`src/logic/dif_pkg.sv`:
```
// shared constants and types of the drive input function decoder
package dif_pkg;

    // ----------------------------------------------------------------
    // register map (byte addresses)
    // ----------------------------------------------------------------
    localparam logic [7:0]  ADDR_CONFIG   = 8'h00;
    localparam logic [7:0]  ADDR_CONTROL  = 8'h04;
    localparam logic [7:0]  ADDR_UD_RATE  = 8'h08;
    localparam logic [7:0]  ADDR_TARGET   = 8'h0C;
    localparam logic [7:0]  ADDR_STATUS   = 8'h10;
    localparam logic [7:0]  ADDR_FREQ     = 8'h14;
    localparam logic [7:0]  ADDR_COUNT    = 8'h18;

    // ----------------------------------------------------------------
    // field positions
    // ----------------------------------------------------------------
    localparam int CFG_RUN_SRC_TERM = 0;
    localparam int CFG_VF_MODE      = 1;
    localparam int CFG_RAMP_LSB     = 2;
    localparam int CFG_STOP_COAST   = 5;
    localparam int CFG_NO_RETAIN    = 7;
    localparam int CTL_FAULT_RESET  = 0;

    // ----------------------------------------------------------------
    // reset values and limits
    // ----------------------------------------------------------------
    localparam logic [7:0]  CONFIG_RST    = 8'h00;
    localparam logic [15:0] UD_RATE_RST   = 16'h0100;
    localparam logic [15:0] TARGET_RST    = 16'hFFFF;
    localparam logic [15:0] FREQ_MAX      = 16'hFFFF;
    localparam logic [2:0]  RAMP_MODE_MIN = 3'h1;
    localparam logic [2:0]  RAMP_MODE_MAX = 3'h4;

    // frequency source select
    localparam logic [1:0]  SRC_DEFAULT   = 2'h0;
    localparam logic [1:0]  SRC_AI1       = 2'h1;
    localparam logic [1:0]  SRC_AI2       = 2'h2;

    // ----------------------------------------------------------------
    // types
    // ----------------------------------------------------------------
    typedef struct packed {
        logic ext_fault;
        logic base_block;
        logic output_stop;
        logic ramp_cancel;
        logic analog_force_first;
        logic analog_force_second;
        logic force_stop;
        logic freq_up;
        logic freq_down;
        logic loop_disable;
        logic count_clear;
        logic count_pulse;
        logic jog_fwd;
        logic jog_rev;
        logic torque_select;
        logic gain_select;
        logic emergency_stop;
        logic star_conn;
        logic delta_conn;
    } dif_term_t;

    typedef struct packed {
        logic       output_cut;
        logic       coast;
        logic       ramp_stop;
        logic       stop_coast;
        logic       show_external_fault;
        logic       show_emergency_stop_fault;
        logic       show_base_block;
        logic       auto_ramp;
        logic [1:0] freq_src;
        logic       loop_bypass;
        logic       jog_run;
        logic       jog_reverse;
        logic       torque_control_mode;
        logic       speed_regulator_gain_b;
        logic       vf_curve_first;
        logic       vf_curve_second;
        logic       count_reached;
    } dif_ctl_t;

    typedef struct packed {
        logic [31:0] hrdata;
        logic        hreadyout;
        logic        wr_pend;
        logic [7:0]  wr_addr;
        logic [7:0]  setup;
        logic [15:0] ud_rate;
        logic [15:0] target;
        logic        fault_reset;
        dif_term_t   prev;
        logic        ext_lat;
        logic        estop_lat;
        logic [15:0] freq;
        logic [15:0] hold_cnt;
        logic [15:0] count;
        dif_ctl_t    ctl;
    } dif_state_t;

endpackage : dif_pkg

```
`src/logic/dif_input_decoder.sv`:
```
// decoder of multi-function drive input terminals with an ahb-lite register slave
//
// Decided for this implementation: the AHB-Lite register port and the address map.
`timescale 1ns/1ps

module dif_input_decoder (
    input  wire logic              hclk,           // system clock
    input  wire logic              hresetn,        // async reset, active low
    input  wire logic              hsel,           // slave select
    input  wire logic [31:0]       haddr,          // byte address
    input  wire logic [1:0]        htrans,         // transfer type
    input  wire logic              hwrite,         // write when high
    input  wire logic [2:0]        hsize,          // transfer size
    input  wire logic [31:0]       hwdata,         // write data
    input  wire logic              hready,         // bus ready
    output logic [31:0]            hrdata,         // read data
    output logic                   hreadyout,      // slave ready
    output logic                   hresp,          // always okay
    input  wire dif_pkg::dif_term_t term,          // terminal inputs
    input  wire logic              drive_stopped,  // drive not running
    input  wire logic              disp_freq_zero, // displayed frequency is zero
    output dif_pkg::dif_ctl_t      ctl,            // decoded control actions
    output logic [15:0]            freq_cmd,       // up/down frequency command
    output logic [15:0]            event_count     // event counter value
);

    // ----------------------------------------------------------------
    // state
    // ----------------------------------------------------------------
    dif_pkg::dif_state_t s;
    dif_pkg::dif_state_t next_s;

    logic        addr_take;
    logic        up_edge;
    logic        down_edge;
    logic        up_step;
    logic        down_step;
    logic        hold_due;
    logic [2:0]  ramp_mode;
    logic [31:0] status_word;
    logic [31:0] rd_word;

    assign addr_take = hsel && htrans[1] && hready;
    assign up_edge   = term.freq_up && !s.prev.freq_up;
    assign down_edge = term.freq_down && !s.prev.freq_down;
    assign hold_due  = (s.hold_cnt >= s.ud_rate);
    assign up_step   = term.freq_up && !term.freq_down && (up_edge || hold_due);
    assign down_step = term.freq_down && !term.freq_up && (down_edge || hold_due);
    assign ramp_mode = s.setup[dif_pkg::CFG_RAMP_LSB +: 3];

    assign status_word = {22'h00_0000, s.ctl.freq_src, s.ctl.count_reached, s.ctl.torque_control_mode,
                          s.ctl.jog_run, s.ctl.ramp_stop, s.ctl.output_cut, s.ctl.show_base_block,
                          s.estop_lat, s.ext_lat};

    // ----------------------------------------------------------------
    // read mux
    // ----------------------------------------------------------------
    always_comb
    begin
        case (haddr[7:0])
            dif_pkg::ADDR_CONFIG:  rd_word = {24'h00_0000, s.setup};
            dif_pkg::ADDR_UD_RATE: rd_word = {16'h0000, s.ud_rate};
            dif_pkg::ADDR_TARGET:  rd_word = {16'h0000, s.target};
            dif_pkg::ADDR_STATUS:  rd_word = status_word;
            dif_pkg::ADDR_FREQ:    rd_word = {16'h0000, s.freq};
            dif_pkg::ADDR_COUNT:   rd_word = {16'h0000, s.count};
            default:               rd_word = 32'h0000_0000;
        endcase
        if (haddr[31:8] != 24'h00_0000)
        begin
            rd_word = 32'h0000_0000;
        end
    end

    // ----------------------------------------------------------------
    // next state
    // ----------------------------------------------------------------
    always_comb
    begin
        next_s             = s;
        next_s.hreadyout   = 1'b1;
        next_s.fault_reset = 1'b0;
        next_s.prev        = term;

        // bus: zero wait states, read data loaded from the address phase
        next_s.wr_pend = addr_take && hwrite;
        next_s.wr_addr = haddr[7:0];
        if (addr_take && !hwrite)
        begin
            next_s.hrdata = rd_word;
        end
        if (s.wr_pend)
        begin
            case (s.wr_addr)
                dif_pkg::ADDR_CONFIG:  next_s.setup       = hwdata[7:0];
                dif_pkg::ADDR_CONTROL: next_s.fault_reset = hwdata[dif_pkg::CTL_FAULT_RESET];
                dif_pkg::ADDR_UD_RATE: next_s.ud_rate     = hwdata[15:0];
                dif_pkg::ADDR_TARGET:  next_s.target      = hwdata[15:0];
                default:               next_s.setup       = s.setup;
            endcase
        end

        // fault latches: a new activation wins over a reset
        next_s.ext_lat   = term.ext_fault
                         || (s.ext_lat && !s.fault_reset);
        next_s.estop_lat = term.emergency_stop
                         || (s.estop_lat && !s.fault_reset);

        // up/down frequency command
        if (term.freq_up || term.freq_down)
        begin
            next_s.hold_cnt = (up_step || down_step) ? 16'h0001 : s.hold_cnt + 16'h0001;
        end
        else
        begin
            next_s.hold_cnt = 16'h0000;
        end
        if (up_step && s.freq != dif_pkg::FREQ_MAX)
        begin
            next_s.freq = s.freq + 16'h0001;
        end
        else if (down_step && s.freq != 16'h0000)
        begin
            next_s.freq = s.freq - 16'h0001;
        end
        if (drive_stopped && disp_freq_zero)
        begin
            next_s.freq = 16'h0000;
        end
        if (drive_stopped && s.setup[dif_pkg::CFG_NO_RETAIN])
        begin
            next_s.freq = 16'h0000;
        end

        // event counter
        if (term.count_clear)
        begin
            next_s.count = 16'h0000;
        end
        else if (term.count_pulse && !s.prev.count_pulse && s.count != 16'hFFFF)
        begin
            next_s.count = s.count + 16'h0001;
        end

        // control actions
        next_s.ctl.output_cut = term.base_block || term.output_stop
                              || next_s.estop_lat;
        next_s.ctl.coast      = term.base_block || term.output_stop
                              || next_s.estop_lat;
        next_s.ctl.ramp_stop  = next_s.ext_lat || term.force_stop;
        next_s.ctl.stop_coast = s.setup[dif_pkg::CFG_STOP_COAST];
        next_s.ctl.show_external_fault       = next_s.ext_lat;
        next_s.ctl.show_emergency_stop_fault = next_s.estop_lat;
        next_s.ctl.show_base_block           = term.base_block;
        next_s.ctl.auto_ramp = (ramp_mode >= dif_pkg::RAMP_MODE_MIN) && (ramp_mode <= dif_pkg::RAMP_MODE_MAX)
                             && !term.ramp_cancel;
        if (term.analog_force_first)
        begin
            next_s.ctl.freq_src = dif_pkg::SRC_AI1;
        end
        else if (term.analog_force_second)
        begin
            next_s.ctl.freq_src = dif_pkg::SRC_AI2;
        end
        else
        begin
            next_s.ctl.freq_src = dif_pkg::SRC_DEFAULT;
        end
        next_s.ctl.loop_bypass = term.loop_disable;
        next_s.ctl.jog_run     = s.setup[dif_pkg::CFG_RUN_SRC_TERM]
                               && (term.jog_fwd || term.jog_rev);
        next_s.ctl.jog_reverse = term.jog_rev && !term.jog_fwd;
        next_s.ctl.torque_control_mode = term.torque_select
                                       && !next_s.ctl.jog_run;
        next_s.ctl.speed_regulator_gain_b = term.gain_select;
        next_s.ctl.vf_curve_first  = s.setup[dif_pkg::CFG_VF_MODE] && term.star_conn;
        next_s.ctl.vf_curve_second = s.setup[dif_pkg::CFG_VF_MODE] && term.delta_conn
                                   && !term.star_conn;
        next_s.ctl.count_reached = (next_s.count >= s.target);
    end

    // ----------------------------------------------------------------
    // registers
    // ----------------------------------------------------------------
    always_ff @(posedge hclk or negedge hresetn)
    begin
        if (!hresetn)
        begin
            s           <= '0;
            s.hreadyout <= 1'b1;
            s.setup     <= dif_pkg::CONFIG_RST;
            s.ud_rate   <= dif_pkg::UD_RATE_RST;
            s.target    <= dif_pkg::TARGET_RST;
        end
        else
        begin
            s <= next_s;
        end
    end

    assign hrdata      = s.hrdata;
    assign hreadyout   = s.hreadyout;
    assign hresp       = 1'b0;
    assign ctl         = s.ctl;
    assign freq_cmd    = s.freq;
    assign event_count = s.count;
endmodule : dif_input_decoder

```
`config.mk`:
```
export PLATFORM = sky130hd
export DESIGN_NAME = dif_input_decoder
export DESIGN_NICKNAME = d
export VERILOG_FILES = /design/src/logic/dif_pkg.sv /design/src/logic/dif_input_decoder.sv
export SDC_FILE = /design/constraint.sdc
export NUM_CORES = 1
export LEC_CHECK = 0
export BUFFER_PORTS_ARGS = -buffer_cell sky130_fd_sc_hd__buf_2
export CAP_MARGIN = 10
export CORE_ASPECT_RATIO = 1.25
export CORE_MARGIN = 2
export CORE_UTILIZATION = 40
export DETAILED_ROUTE_END_ITERATION = 12
export PLACE_DENSITY_LB_ADDON = 0.3
export SLEW_MARGIN = 30
export SYNTH_ARGS = -nofsm -noshare
export SYNTH_HDL_FRONTEND = slang
export SYNTH_SLANG_ARGS = --single-unit
```
`constraint.sdc`:
```
create_clock -name hclk -period 12.4 [get_ports hclk]
set_input_delay 2.48 -clock hclk [delete_from_list [all_inputs] [get_ports hclk]]
set_output_delay 2.48 -clock hclk [all_outputs]
set_load 0.01 [all_outputs]
```
* Yosys cells after proc, flatten, opt, wreduce, memory -nomap -nowiden
Cells that the tools add are included.
** Cells by class
- Add/sub/neg operators :: 4
- $mul :: 0
- Div/mod/pow operators :: 0
- $lt $le $gt $ge :: 4
- Equal/unequal tests :: 10
- Shifts and indexed selects :: 0
- Muxes and demuxes :: 14
- Bitwise gates (word level) :: 0
- Reduce and logical (&&, ||, !) cells :: 55
** Operator list (number)
- two-way mux 16 bit :: 8
- one-hot mux 16 bit (6 select lines) :: 1
- adder 16 x 1 -> 16 bit, second input constant :: 3
- == test 8 x 4 -> 1 bit, second input constant :: 4
- >= comparator 16 bit :: 2
- two-way mux 32 bit :: 1
- inequality test 16 bit, second input constant :: 2
- logical AND 1 bit :: 26
- == test 8 x 5 -> 1 bit, second input constant :: 3
- nonzero test 24 bit :: 1
- zero test 8 bit :: 2
- nonzero test 16 bit :: 1
- subtractor 16 x 1 -> 16 bit, second input constant :: 1
- zero test 1 bit :: 11
- logical OR 1 bit :: 10
- == test 8 x 3 -> 1 bit, second input constant :: 1
- AND reduction 2 bit :: 3
- two-way mux 2 bit :: 2
- nonzero test 4 bit :: 1
- >= comparator 3 x 1 -> 1 bit, second input constant :: 1
- less-or-equal comparator 3 bit, second input constant :: 1
- two-way mux 1 bit :: 2
** Word-level totals
- Flip-flop bits (word level) :: 150
- Latch bits :: 0
- Memory bits (writable) :: 0
- Memory bits (read-only) :: 0
- Input bits :: 95
- Output and inout port bits :: 84
- Word-level logic and storage cells :: 116
- Memories :: 0

* Longest topological paths before layout
Gate-level depths: netlist of the first run.
- Depth in word-level cells :: 9
- Gate-level depth with buffers :: 15
- Gate-level depth less buffers :: 14

* Worst setup path before layout of the first run
No wires, ideal clock.
- Path type :: input port to flip-flop
- Start point :: input term[11] in the netlist's numbering
- End point :: register s (netlist bit freq_cmd[14])
- Arrival time :: 5.008 ns
- Slack :: 7.254 ns
- Stages :: 12
- Cell sequence :: inv_1 -> nor3_1 -> o31a_1 -> inv_2 -> buf_2 -> ha_1 -> a211o_1 -> a2111oi_0 -> a21oi_1 -> or3_1 -> o211ai_1 -> a21oi_1
** On the way
- Cells in the longest elaborated chain, start to end :: 7
- Elaborated cells on any way between the ends :: 13
- Classes of those cells :: mux: 3; reduce/logical: 10
** Ends and longest elaborated chain
- start: declaration :: line dif_input_decoder.sv:19 : input wire dif_pkg::dif_term_t term,
- logical AND 1 bit :: line dif_input_decoder.sv:44 : assign up_edge = term.freq_up && !s.prev.freq_up;
- logical OR 1 bit :: line dif_input_decoder.sv:47 : assign up_step = term.freq_up && !term.freq_down && (up_edge || hold_due);
- logical AND 1 bit :: line dif_input_decoder.sv:47
- logical AND 1 bit :: line dif_input_decoder.sv:118 : if (up_step && s.freq != dif_pkg::FREQ_MAX)
- two-way mux 16 bit :: line dif_input_decoder.sv:118
- two-way mux 16 bit :: line dif_input_decoder.sv:126 : if (drive_stopped && disp_freq_zero)
- two-way mux 16 bit :: line dif_input_decoder.sv:130 : if (drive_stopped && s.setup[dif_pkg::CFG_NO_RETAIN])
- end signal: assignment :: line dif_input_decoder.sv:197 : s <= next_s;
- end: declaration :: line dif_input_decoder.sv:30 : dif_pkg::dif_state_t s;
Parallel ways exist; a longest one is shown, timed or not.
A chain may end at the register's enable or synchronous reset.

* Final worst setup path of the first run
- Start point :: input term[11] in the netlist's numbering
- End point :: register s (netlist bit freq_cmd[13])
Same word-level chain as after synthesis.

==> flow_summary.toml, run 1 <==
[clock_network]
clk_pin_slew_ps = 60
clk_latency_ps = 420
cts_resized = 0
h-tree-depth = 4
clock-root-buffer = "clkbuf_16"
cts_tree = "done"
cts_inserted_buffers = 17
cts_sinks = 134
postCtsSetupBuffers = 0
clockBufferDepth = 2
ctsHoldBuffers = 0

[global_routing]
grt_pass1_wl_um = 32710
antenna_found_initial = 0
grt_usage = 0.1977
grt_max_degree = 78
overflow = 0
first_global_vias = 5958

[sta]
finalCritPeriodShare = 0.4573
setup_viol = 0
fmax_ghz = 0.1763
hold_slack_ps = 438.4
rsz0062_at_grt = "no"
tightest_slew_ps = 1046
slew_headroom = 0.2999
finalCriticalPeriod_ps = 5671
fin_worst_skew_ps = 5.594
hold_viol = 0
slew_viol_final = 0
fin_setup_tns_ps = 0

[synth]
yosysSeqAreaShare = 0.4172
synthAdderAreaFrac = 0.07981
synth_edf_count = 0
synthFlopType = "dfrtp_1"
syn_area_mm2 = 0.008089
synth_top_family_by_area = "simple AND/OR/NAND/NOR gates"
synth_mux_area_frac = 0.08662
ys_seq_elements = 134
synth-compound-area-share = 0.1321
synth-async-reset-ratio = 1.000
ys_types = 66
synth_top_cell_area_share = 0.3619
ys_warn_count = 0
netlist_instances = 777
synth-simple-area-share = 0.1324
yosys.area_share.xor_xnor = 0.04223
synthTopCellsByArea = "dfrtp_1 (36%), buf_4 (7.8%), ha_1 (7.7%), mux2_2 (5.6%), dfstp_2 (5.5%)"
syn_area_per_cell_um2 = 10.41
yosys.area.top_type = "dfrtp_1"

[setup_path]
slowest_delay_ps = 640
path_cells = "buf_2 -> inv_1 -> nor3_1 -> o31a_1 -> inv_2 -> ha_1 -> and3_1 -> a221o_1 -> o21a_1 -> a211oi_2 -> mux2i_1 -> a311oi_1"
r2r-start = "s[112]$_DFFE_PN1P_"
crit_path_start_kind = "input pin"
reg2reg_slack_ps = 7460
critPathArrivalTime_ps = 5950
cp.depth = 12
r2r_cells = 14
critPathLaunch = "term[11]"
slowest_stage = "o31a_1"
crit_end = "freq_cmd[13]$_DFFE_PN0P_"
required_ps = 12680
crit_family = "compound AO/OA/AOI/OAI gates"
critical_path_buf_inv_count = 3
crit_path_end_kind = "register"
path_max_fanout = 29
r2r_end = "freq_cmd[13]$_DFFE_PN0P_"
path_class = "in -> reg"

[detailed_routing]
vias_per_cell = 5.383
drc = 0
drt_wl_total_um = 20980
first_pass_iters = 4
postRouteAntennaNets = 0
drt_iter0_drc = 327
via_count = 6110
wl_per_cell_um = 18.48

[die]
start_util = 0.4053
rows = 58
pin_count = 179
dieArea_mm2 = 0.02138
die_y_um = 163.0
die_x_um = 131.2
coreArea_mm2 = 0.01996

[place]
port-buffer-count = 140
dp_hpwl_um = 15690
finalWeightedCongestion = 0.8031

[job]
maxCapViolCount = 0

[power_and_ir_drop]
ir_drop_mv = 0.09277
p_per_area_mw_per_mm2 = 159.3
leakagePower_nw = 4.456

[finish]
regArea_mm2 = 0.003374
drive_gt1_frac = 0.2925
nets = 998
nFillCells = 1873
syn_to_final_growth_pct = 13.23
diodes = 0
multiInputGateArea_mm2 = 0.003895

[status]
status = "finished, final reports clean"

[worst_hold_path]
hp-class = "reg -> reg"
sequential cells by signal (all words and copies together) (netlist names):
| signal | cells |
|---|---|
| freq_cmd | 16 |
| hrdata | 16 |
| event_count | 16 |
| ramp_mode | 3 |
| s | 65 |
| next_s | 1 |
| ctl | 17 |
worst min-delay path by stage:
stage	startpoint	to	slack, ps	cells after the start
final	next_s[14]$_DFFE_PN0P_	ctl[14]$_DFF_PN0_	440	0
after CTS	next_s[14]$_DFFE_PN0P_	ctl[14]$_DFF_PN0_	450	0
after global routing	next_s[14]$_DFFE_PN0P_	ctl[14]$_DFF_PN0_	460	0
after global placement	next_s[14]$_DFFE_PN0P_	ctl[14]$_DFF_PN0_	430	0
after detailed placement	next_s[14]$_DFFE_PN0P_	ctl[14]$_DFF_PN0_	430	0
after floorplan	next_s[14]$_DFFE_PN0P_	ctl[14]$_DFF_PN0_	370	0
Yosys cell counts (3+ instances only):
| master | n |
|---|---|
| a211oi_1 | 5 |
| a21o_1 | 16 |
| a21oi_1 | 36 |
| a221o_1 | 8 |
| a22o_1 | 22 |
| and2_1 | 3 |
| and3_1 | 13 |
| and4_1 | 5 |
| buf_2 | 7 |
| buf_4 | 84 |
| clkbuf_1 | 12 |
| dfrtp_1 | 117 |
| dfstp_2 | 17 |
| ha_1 | 50 |
| inv_1 | 38 |
| mux2_2 | 40 |
| mux2i_1 | 7 |
| mux4_2 | 8 |
| nand2_1 | 33 |
| nand2b_1 | 4 |
| nand3_1 | 25 |
| nand4_1 | 18 |
| nor2_1 | 47 |
| nor2b_1 | 7 |
| nor3_1 | 12 |
| nor3b_1 | 3 |
| nor4_1 | 12 |
| o211ai_1 | 3 |
| o21a_1 | 9 |
| o21ai_0 | 23 |
| o21ai_1 | 5 |
| or3_1 | 5 |
| xnor2_1 | 15 |
| xor2_1 | 24 |
metrics by stage:
| step | util | power (mW) | cells | setup WS (ps) | area [um^2] |
|---|---|---|---|---|---|
| global route | 0.4589 | 1.534 | 1135 | 6374 | 9159 |
| detailed placement | 0.4258 | 0.9053 | 1103 | 6307 | 8498 |
| global placement | 0.4258 | 0.8994 | 1103 | 6319 | 8498 |
| floorplan | - | 0.8119 | 793 | 7254 | 8149 |
| finish | 0.4589 | 1.459 | 1135 | 6729 | 9159 |
| CTS | 0.4587 | 1.468 | 1135 | 6749 | 9155 |
kinds of logic after synthesis:
logic type	Yosys count
DFF	134
xor gates and xnor gates	39
and+or+nand+nor	201
other	2
adders and majority gates	51
buffers and inverters	144
AOI/OAI and AO/OA	151
muxes	55
cells in the final DEF (no fill, tap or decap), types with 18 or more instances in the layout:
cell,count
o21ai_0,23
nor2_1,47
buf_2,139
dfrtp_1,117
a22o_1,22
nand3_1,25
a21oi_1,36
conb_1,18
mux2_2,40
nand2_1,33
xor2_1,24
inv_1,38
nand4_1,18
ha_1,50
where the power goes:
group | internal [mW] | total [mW] | switching, mW | leakage, nW
combinational | 0.165 | 0.364 | 0.199 | 2.45
clock | 0.367 | 0.560 | 0.193 | 0.312
sequential | 0.470 | 0.534 | 0.0643 | 1.70
cell type report:
type                       instances  share of cell area
multi-input combinational        515              0.4253
sequential                       134              0.3684
timing repair buffer             145             0.08169
clock buffer                      20             0.04986
tap                              270             0.03689
clock inverter                    12             0.02186
inverter                          39             0.01598
routing by layer:
metal	global-route usage	part of all wire	routed length [um]
met3	0.03735	0.050	1052
met2	0.3529	0.51	10760
met5	0	0	0
met1	0.2423	0.42	8818
met4	0.06324	0.016	343
No activity file was read; power rests on OpenSTA's default activity.
==> run 2: changes to the inputs <==
clock period = 4.7 ns   (was 12.4 ns; I/O delays follow)
==> flow_summary.toml, run 2 (synthesized netlist as in run 1, its figures left out) <==
[global_routing]
grt_pass1_wl_um = 33040
overflow = 0
first_global_vias = 5904
grt_usage = 0.1996
grt_max_degree = 105
antenna_found_initial = 0

[job]
maxCapViolCount = 0

[die]
rows = 58
die_y_um = 163.0
die_x_um = 131.2
pin_count = 179
coreArea_mm2 = 0.01996
dieArea_mm2 = 0.02138
start_util = 0.4053

[setup_path]
critPathArrivalTime_ps = 4560
r2r-start = "s[38]$_DFF_PN0_"
crit_family = "compound AO/OA/AOI/OAI gates"
required_ps = 4980
reg2reg_slack_ps = 420
crit_path_end_kind = "register"
crit_top_cell = "ha_1"
path_cells = "ha_1 -> or4_1 -> a21oi_1 -> nor3_1 -> o31a_1 -> inv_2 -> ha_1 -> and3_1 -> a221o_1 -> o21a_1 -> a211oi_2 -> mux2i_1 -> a311oi_1"
critical_path_buf_inv_count = 1
slowest_delay_ps = 540
crit_end = "freq_cmd[13]$_DFFE_PN0P_"
path_max_fanout = 29
cp.depth = 13
slowest_stage = "or4_1"
crit_path_start_kind = "register"
critPathLaunch = "s[38]$_DFF_PN0_"
path_class = "reg -> reg"
r2r_end = "freq_cmd[13]$_DFFE_PN0P_"
r2r_cells = 13

[sta]
slew_viol_final = 0
fin_setup_tns_ps = 0
fin_ws_ps = 420.7
finalCritPeriodShare = 0.9105
hold_viol = 0
slew_headroom = 0.3912
hold_slack_ps = 429.6
setup_viol = 0
finalCriticalPeriod_ps = 4279
fmax_ghz = 0.2337
tightest_slew_ps = 910.6
fin_worst_skew_ps = 7.978
rsz0062_at_grt = "no"

[clock_network]
clk_latency_ps = 420
cts_resized = 0
cts_tree = "done"
clockBufferDepth = 2
cts_sinks = 134
postCtsSetupBuffers = 0
ctsHoldBuffers = 0
cts_inserted_buffers = 17
clk_pin_slew_ps = 60
h-tree-depth = 4
clock-root-buffer = "clkbuf_16"

[finish]
diodes = 0
nets = 1002
final_cell_mix = "buf_2 (139), dfrtp_1 (117), ha_1 (50)"
syn_to_final_growth_pct = 12.75
final_area_mm2 = 0.009120
regMostFlops = "s"
nFillCells = 1902
fin_util = 0.4570
drive_gt1_frac = 0.2934
fin_cells = 1139
layout_commonest_cell = "buf_2"
largest_register_ffs = 65

[power_and_ir_drop]
p_per_area_mw_per_mm2 = 407.4
ir_drop_mv = 0.2439
leakagePower_nw = 4.447
p_total_mw = 3.715

[detailed_routing]
drt_iter0_drc = 397
drc = 0
wl_per_cell_um = 18.28
drt_wl_total_um = 20820
via_count = 6092
first_pass_iters = 6
postRouteAntennaNets = 0
vias_per_cell = 5.349

[place]
dp_hpwl_um = 15640
dp_cells = 1107
placed_cell_area_mm2 = 0.008528
dp_slack_ps = 438.9
finalWeightedCongestion = 0.8239
port-buffer-count = 140

[status]
status = "finished, final reports clean"

[worst_hold_path]
hp-class = "reg -> reg"
run 2: worst min path at each step:
stage / start / endpoint / cells past startpoint
finish: next_s[14]$_DFFE_PN0P_ / ctl[14]$_DFF_PN0_ / 0
global route: next_s[14]$_DFFE_PN0P_ / ctl[14]$_DFF_PN0_ / 0
CTS: next_s[14]$_DFFE_PN0P_ / ctl[14]$_DFF_PN0_ / 0
detailed placement: next_s[14]$_DFFE_PN0P_ / ctl[14]$_DFF_PN0_ / 0
global placement: next_s[14]$_DFFE_PN0P_ / ctl[14]$_DFF_PN0_ / 0
floorplan: next_s[14]$_DFFE_PN0P_ / ctl[14]$_DFF_PN0_ / 0
run 2: layout make-up:
type,instances,area (um^2),share of cell area
clock buffers,24,491.7,0.05392
clock inverters,8,97.59,0.01070
inverters,39,146.4,0.01605
multi-input cells,515,3895,0.4271
flip-flops and latches,134,3374,0.3700
well taps,270,337.8,0.03704
repair buffers,149,777.0,0.08520
run 2: layer usage:
metal | part of all wire | GRT usage | vias to the layer above
met5 | 0 | 0 | -
met4 | 0.016 | 0.06225 | 0
met3 | 0.049 | 0.04139 | 23
met2 | 0.52 | 0.3581 | 192
met1 | 0.42 | 0.2414 | 3011
li1 | - | - | 2866
run 2: power by group:
group / switching, mW / internal (mW) / total, mW
Clock: 0.501 / 0.834 / 1.34
Sequential: 0.142 / 1.24 / 1.38
Combinational: 0.550 / 0.447 / 0.997
Total: 1.19 / 2.52 / 3.72
==> run 3: changes to the inputs <==
REMOVE_ABC_BUFFERS = 1   (was unset)
==> flow_summary.toml, run 3 (synthesized netlist as in run 1, its figures left out) <==
[status]
status = "finished, final reports clean"

[detailed_routing]
first_pass_iters = 5
drt_iter0_drc = 369
wl_per_cell_um = 18.04
drt_wl_total_um = 20570
via_count = 6033
vias_per_cell = 5.292
postRouteAntennaNets = 0
drc = 0

[clock_network]
postCtsSetupBuffers = 0
clock-root-buffer = "clkbuf_16"
clk_pin_slew_ps = 60
clockBufferDepth = 2
cts_sinks = 134
cts_inserted_buffers = 17
h-tree-depth = 4
clk_latency_ps = 420
ctsHoldBuffers = 0
cts_resized = 0
cts_tree = "done"

[sta]
fmax_ghz = 0.2439
finalCritPeriodShare = 0.8722
fin_setup_tns_ps = 0
rsz0062_at_grt = "no"
slew_viol_final = 0
hold_viol = 0
tightest_slew_ps = 936.0
fin_worst_skew_ps = 8.203
fin_ws_ps = 600.8
slew_headroom = 0.3742
finalCriticalPeriod_ps = 4099
setup_viol = 0

[die]
die_y_um = 163.0
rows = 58
dieArea_mm2 = 0.02138
die_x_um = 131.2
start_util = 0.4053
pin_count = 179
coreArea_mm2 = 0.01996

[finish]
layout_commonest_cell = "buf_2"
diodes = 0
fin_util = 0.4589
largest_register_ffs = 65
syn_to_final_growth_pct = 13.21
final_cell_mix = "buf_2 (139), dfrtp_1 (117), ha_1 (50)"
regMostFlops = "s"
drive_gt1_frac = 0.2966
nets = 1003
nFillCells = 1892

[global_routing]
grt_max_degree = 78
grt_usage = 0.1981
antenna_found_initial = 0
first_global_vias = 5904
grt_pass1_wl_um = 32750
overflow = 0

[setup_path]
path_max_fanout = 16
critPathLaunch = "s[112]$_DFFE_PN1P_"
required_ps = 4980
reg2reg_slack_ps = 600
crit_end = "freq_cmd[14]$_DFFE_PN0P_"
crit_path_start_kind = "register"
r2r_cells = 14
crit_path_end_kind = "register"
path_class = "reg -> reg"
critPathArrivalTime_ps = 4380
r2r_end = "freq_cmd[14]$_DFFE_PN0P_"
r2r-start = "s[112]$_DFFE_PN1P_"

[power_and_ir_drop]
ir_drop_mv = 0.2460
p_per_area_mw_per_mm2 = 408.4
leakagePower_nw = 4.460

[worst_hold_path]
hold_start = "next_s[14]$_DFFE_PN0P_"
hp-class = "reg -> reg"

[job]
maxCapViolCount = 0

[place]
dp_slack_ps = 620.2
port-buffer-count = 140
dp_hpwl_um = 15560
finalWeightedCongestion = 0.8732
[run 3: how the worst min path moves through the flow]
stage                         to  cells after the start
2_1_floorplan  ctl[14]$_DFF_PN0_                      0
3_3_place_gp   ctl[14]$_DFF_PN0_                      0
3_5_place_dp   ctl[14]$_DFF_PN0_                      0
4_1_cts        ctl[14]$_DFF_PN0_                      0
5_1_grt        ctl[14]$_DFF_PN0_                      0
6_report       ctl[14]$_DFF_PN0_                      0
[run 3: power by group]
part,total [mW],internal (mW),switching (mW)
Sequential,1.38,1.24,0.140
Combinational,0.961,0.437,0.524
Clock,1.40,0.877,0.520
[run 3: critical path, stage by stage (launching register included)]
cell and delay (ps):
dfstp_2 540, inv_1 60, ha_1 270, nand4_1 110, or3_1 390, nor3_1 270
o31a_1 230, inv_2 150, ha_1 370, a211o_1 300, a2111oi_0 530, a21oi_1 160
or3_1 370, o211ai_1 100, a21oi_1 100
[run 3: cell type report]
type	instances	area, um^2	share of cell area
Clock buffer	21	470.5	0.05137
Clock inverter	11	147.6	0.01612
Inverter	39	146.4	0.01599
Multi-Input combinational cell	515	3895	0.4253
Sequential cell	134	3374	0.3685
Tap cell	270	337.8	0.03689
Timing Repair Buffer	150	785.8	0.08580
[run 3: metrics by stage]
stage          total power, mW  hold WS (ps)  std cells  area [um^2]
4_1_cts                  3.765         438.9       1139         9146
2_1_floorplan            2.045         366.0        688         7416
5_1_grt                  3.944         458.4       1140         9158
3_5_place_dp             2.357         422.6       1107         8528
6_report                 3.740         436.8       1140         9158
3_3_place_gp             2.341         421.4       1107         8528
[run 3: routing by layer]
| metal | vias to the layer above | share of wire | track usage |
|---|---|---|---|
| li1 | 2875 | - | - |
| met1 | 2945 | 0.44 | 0.2561 |
| met2 | 194 | 0.50 | 0.3335 |
| met3 | 19 | 0.048 | 0.03953 |
| met4 | 0 | 0.016 | 0.06868 |
| met5 | - | 0 | 0 |
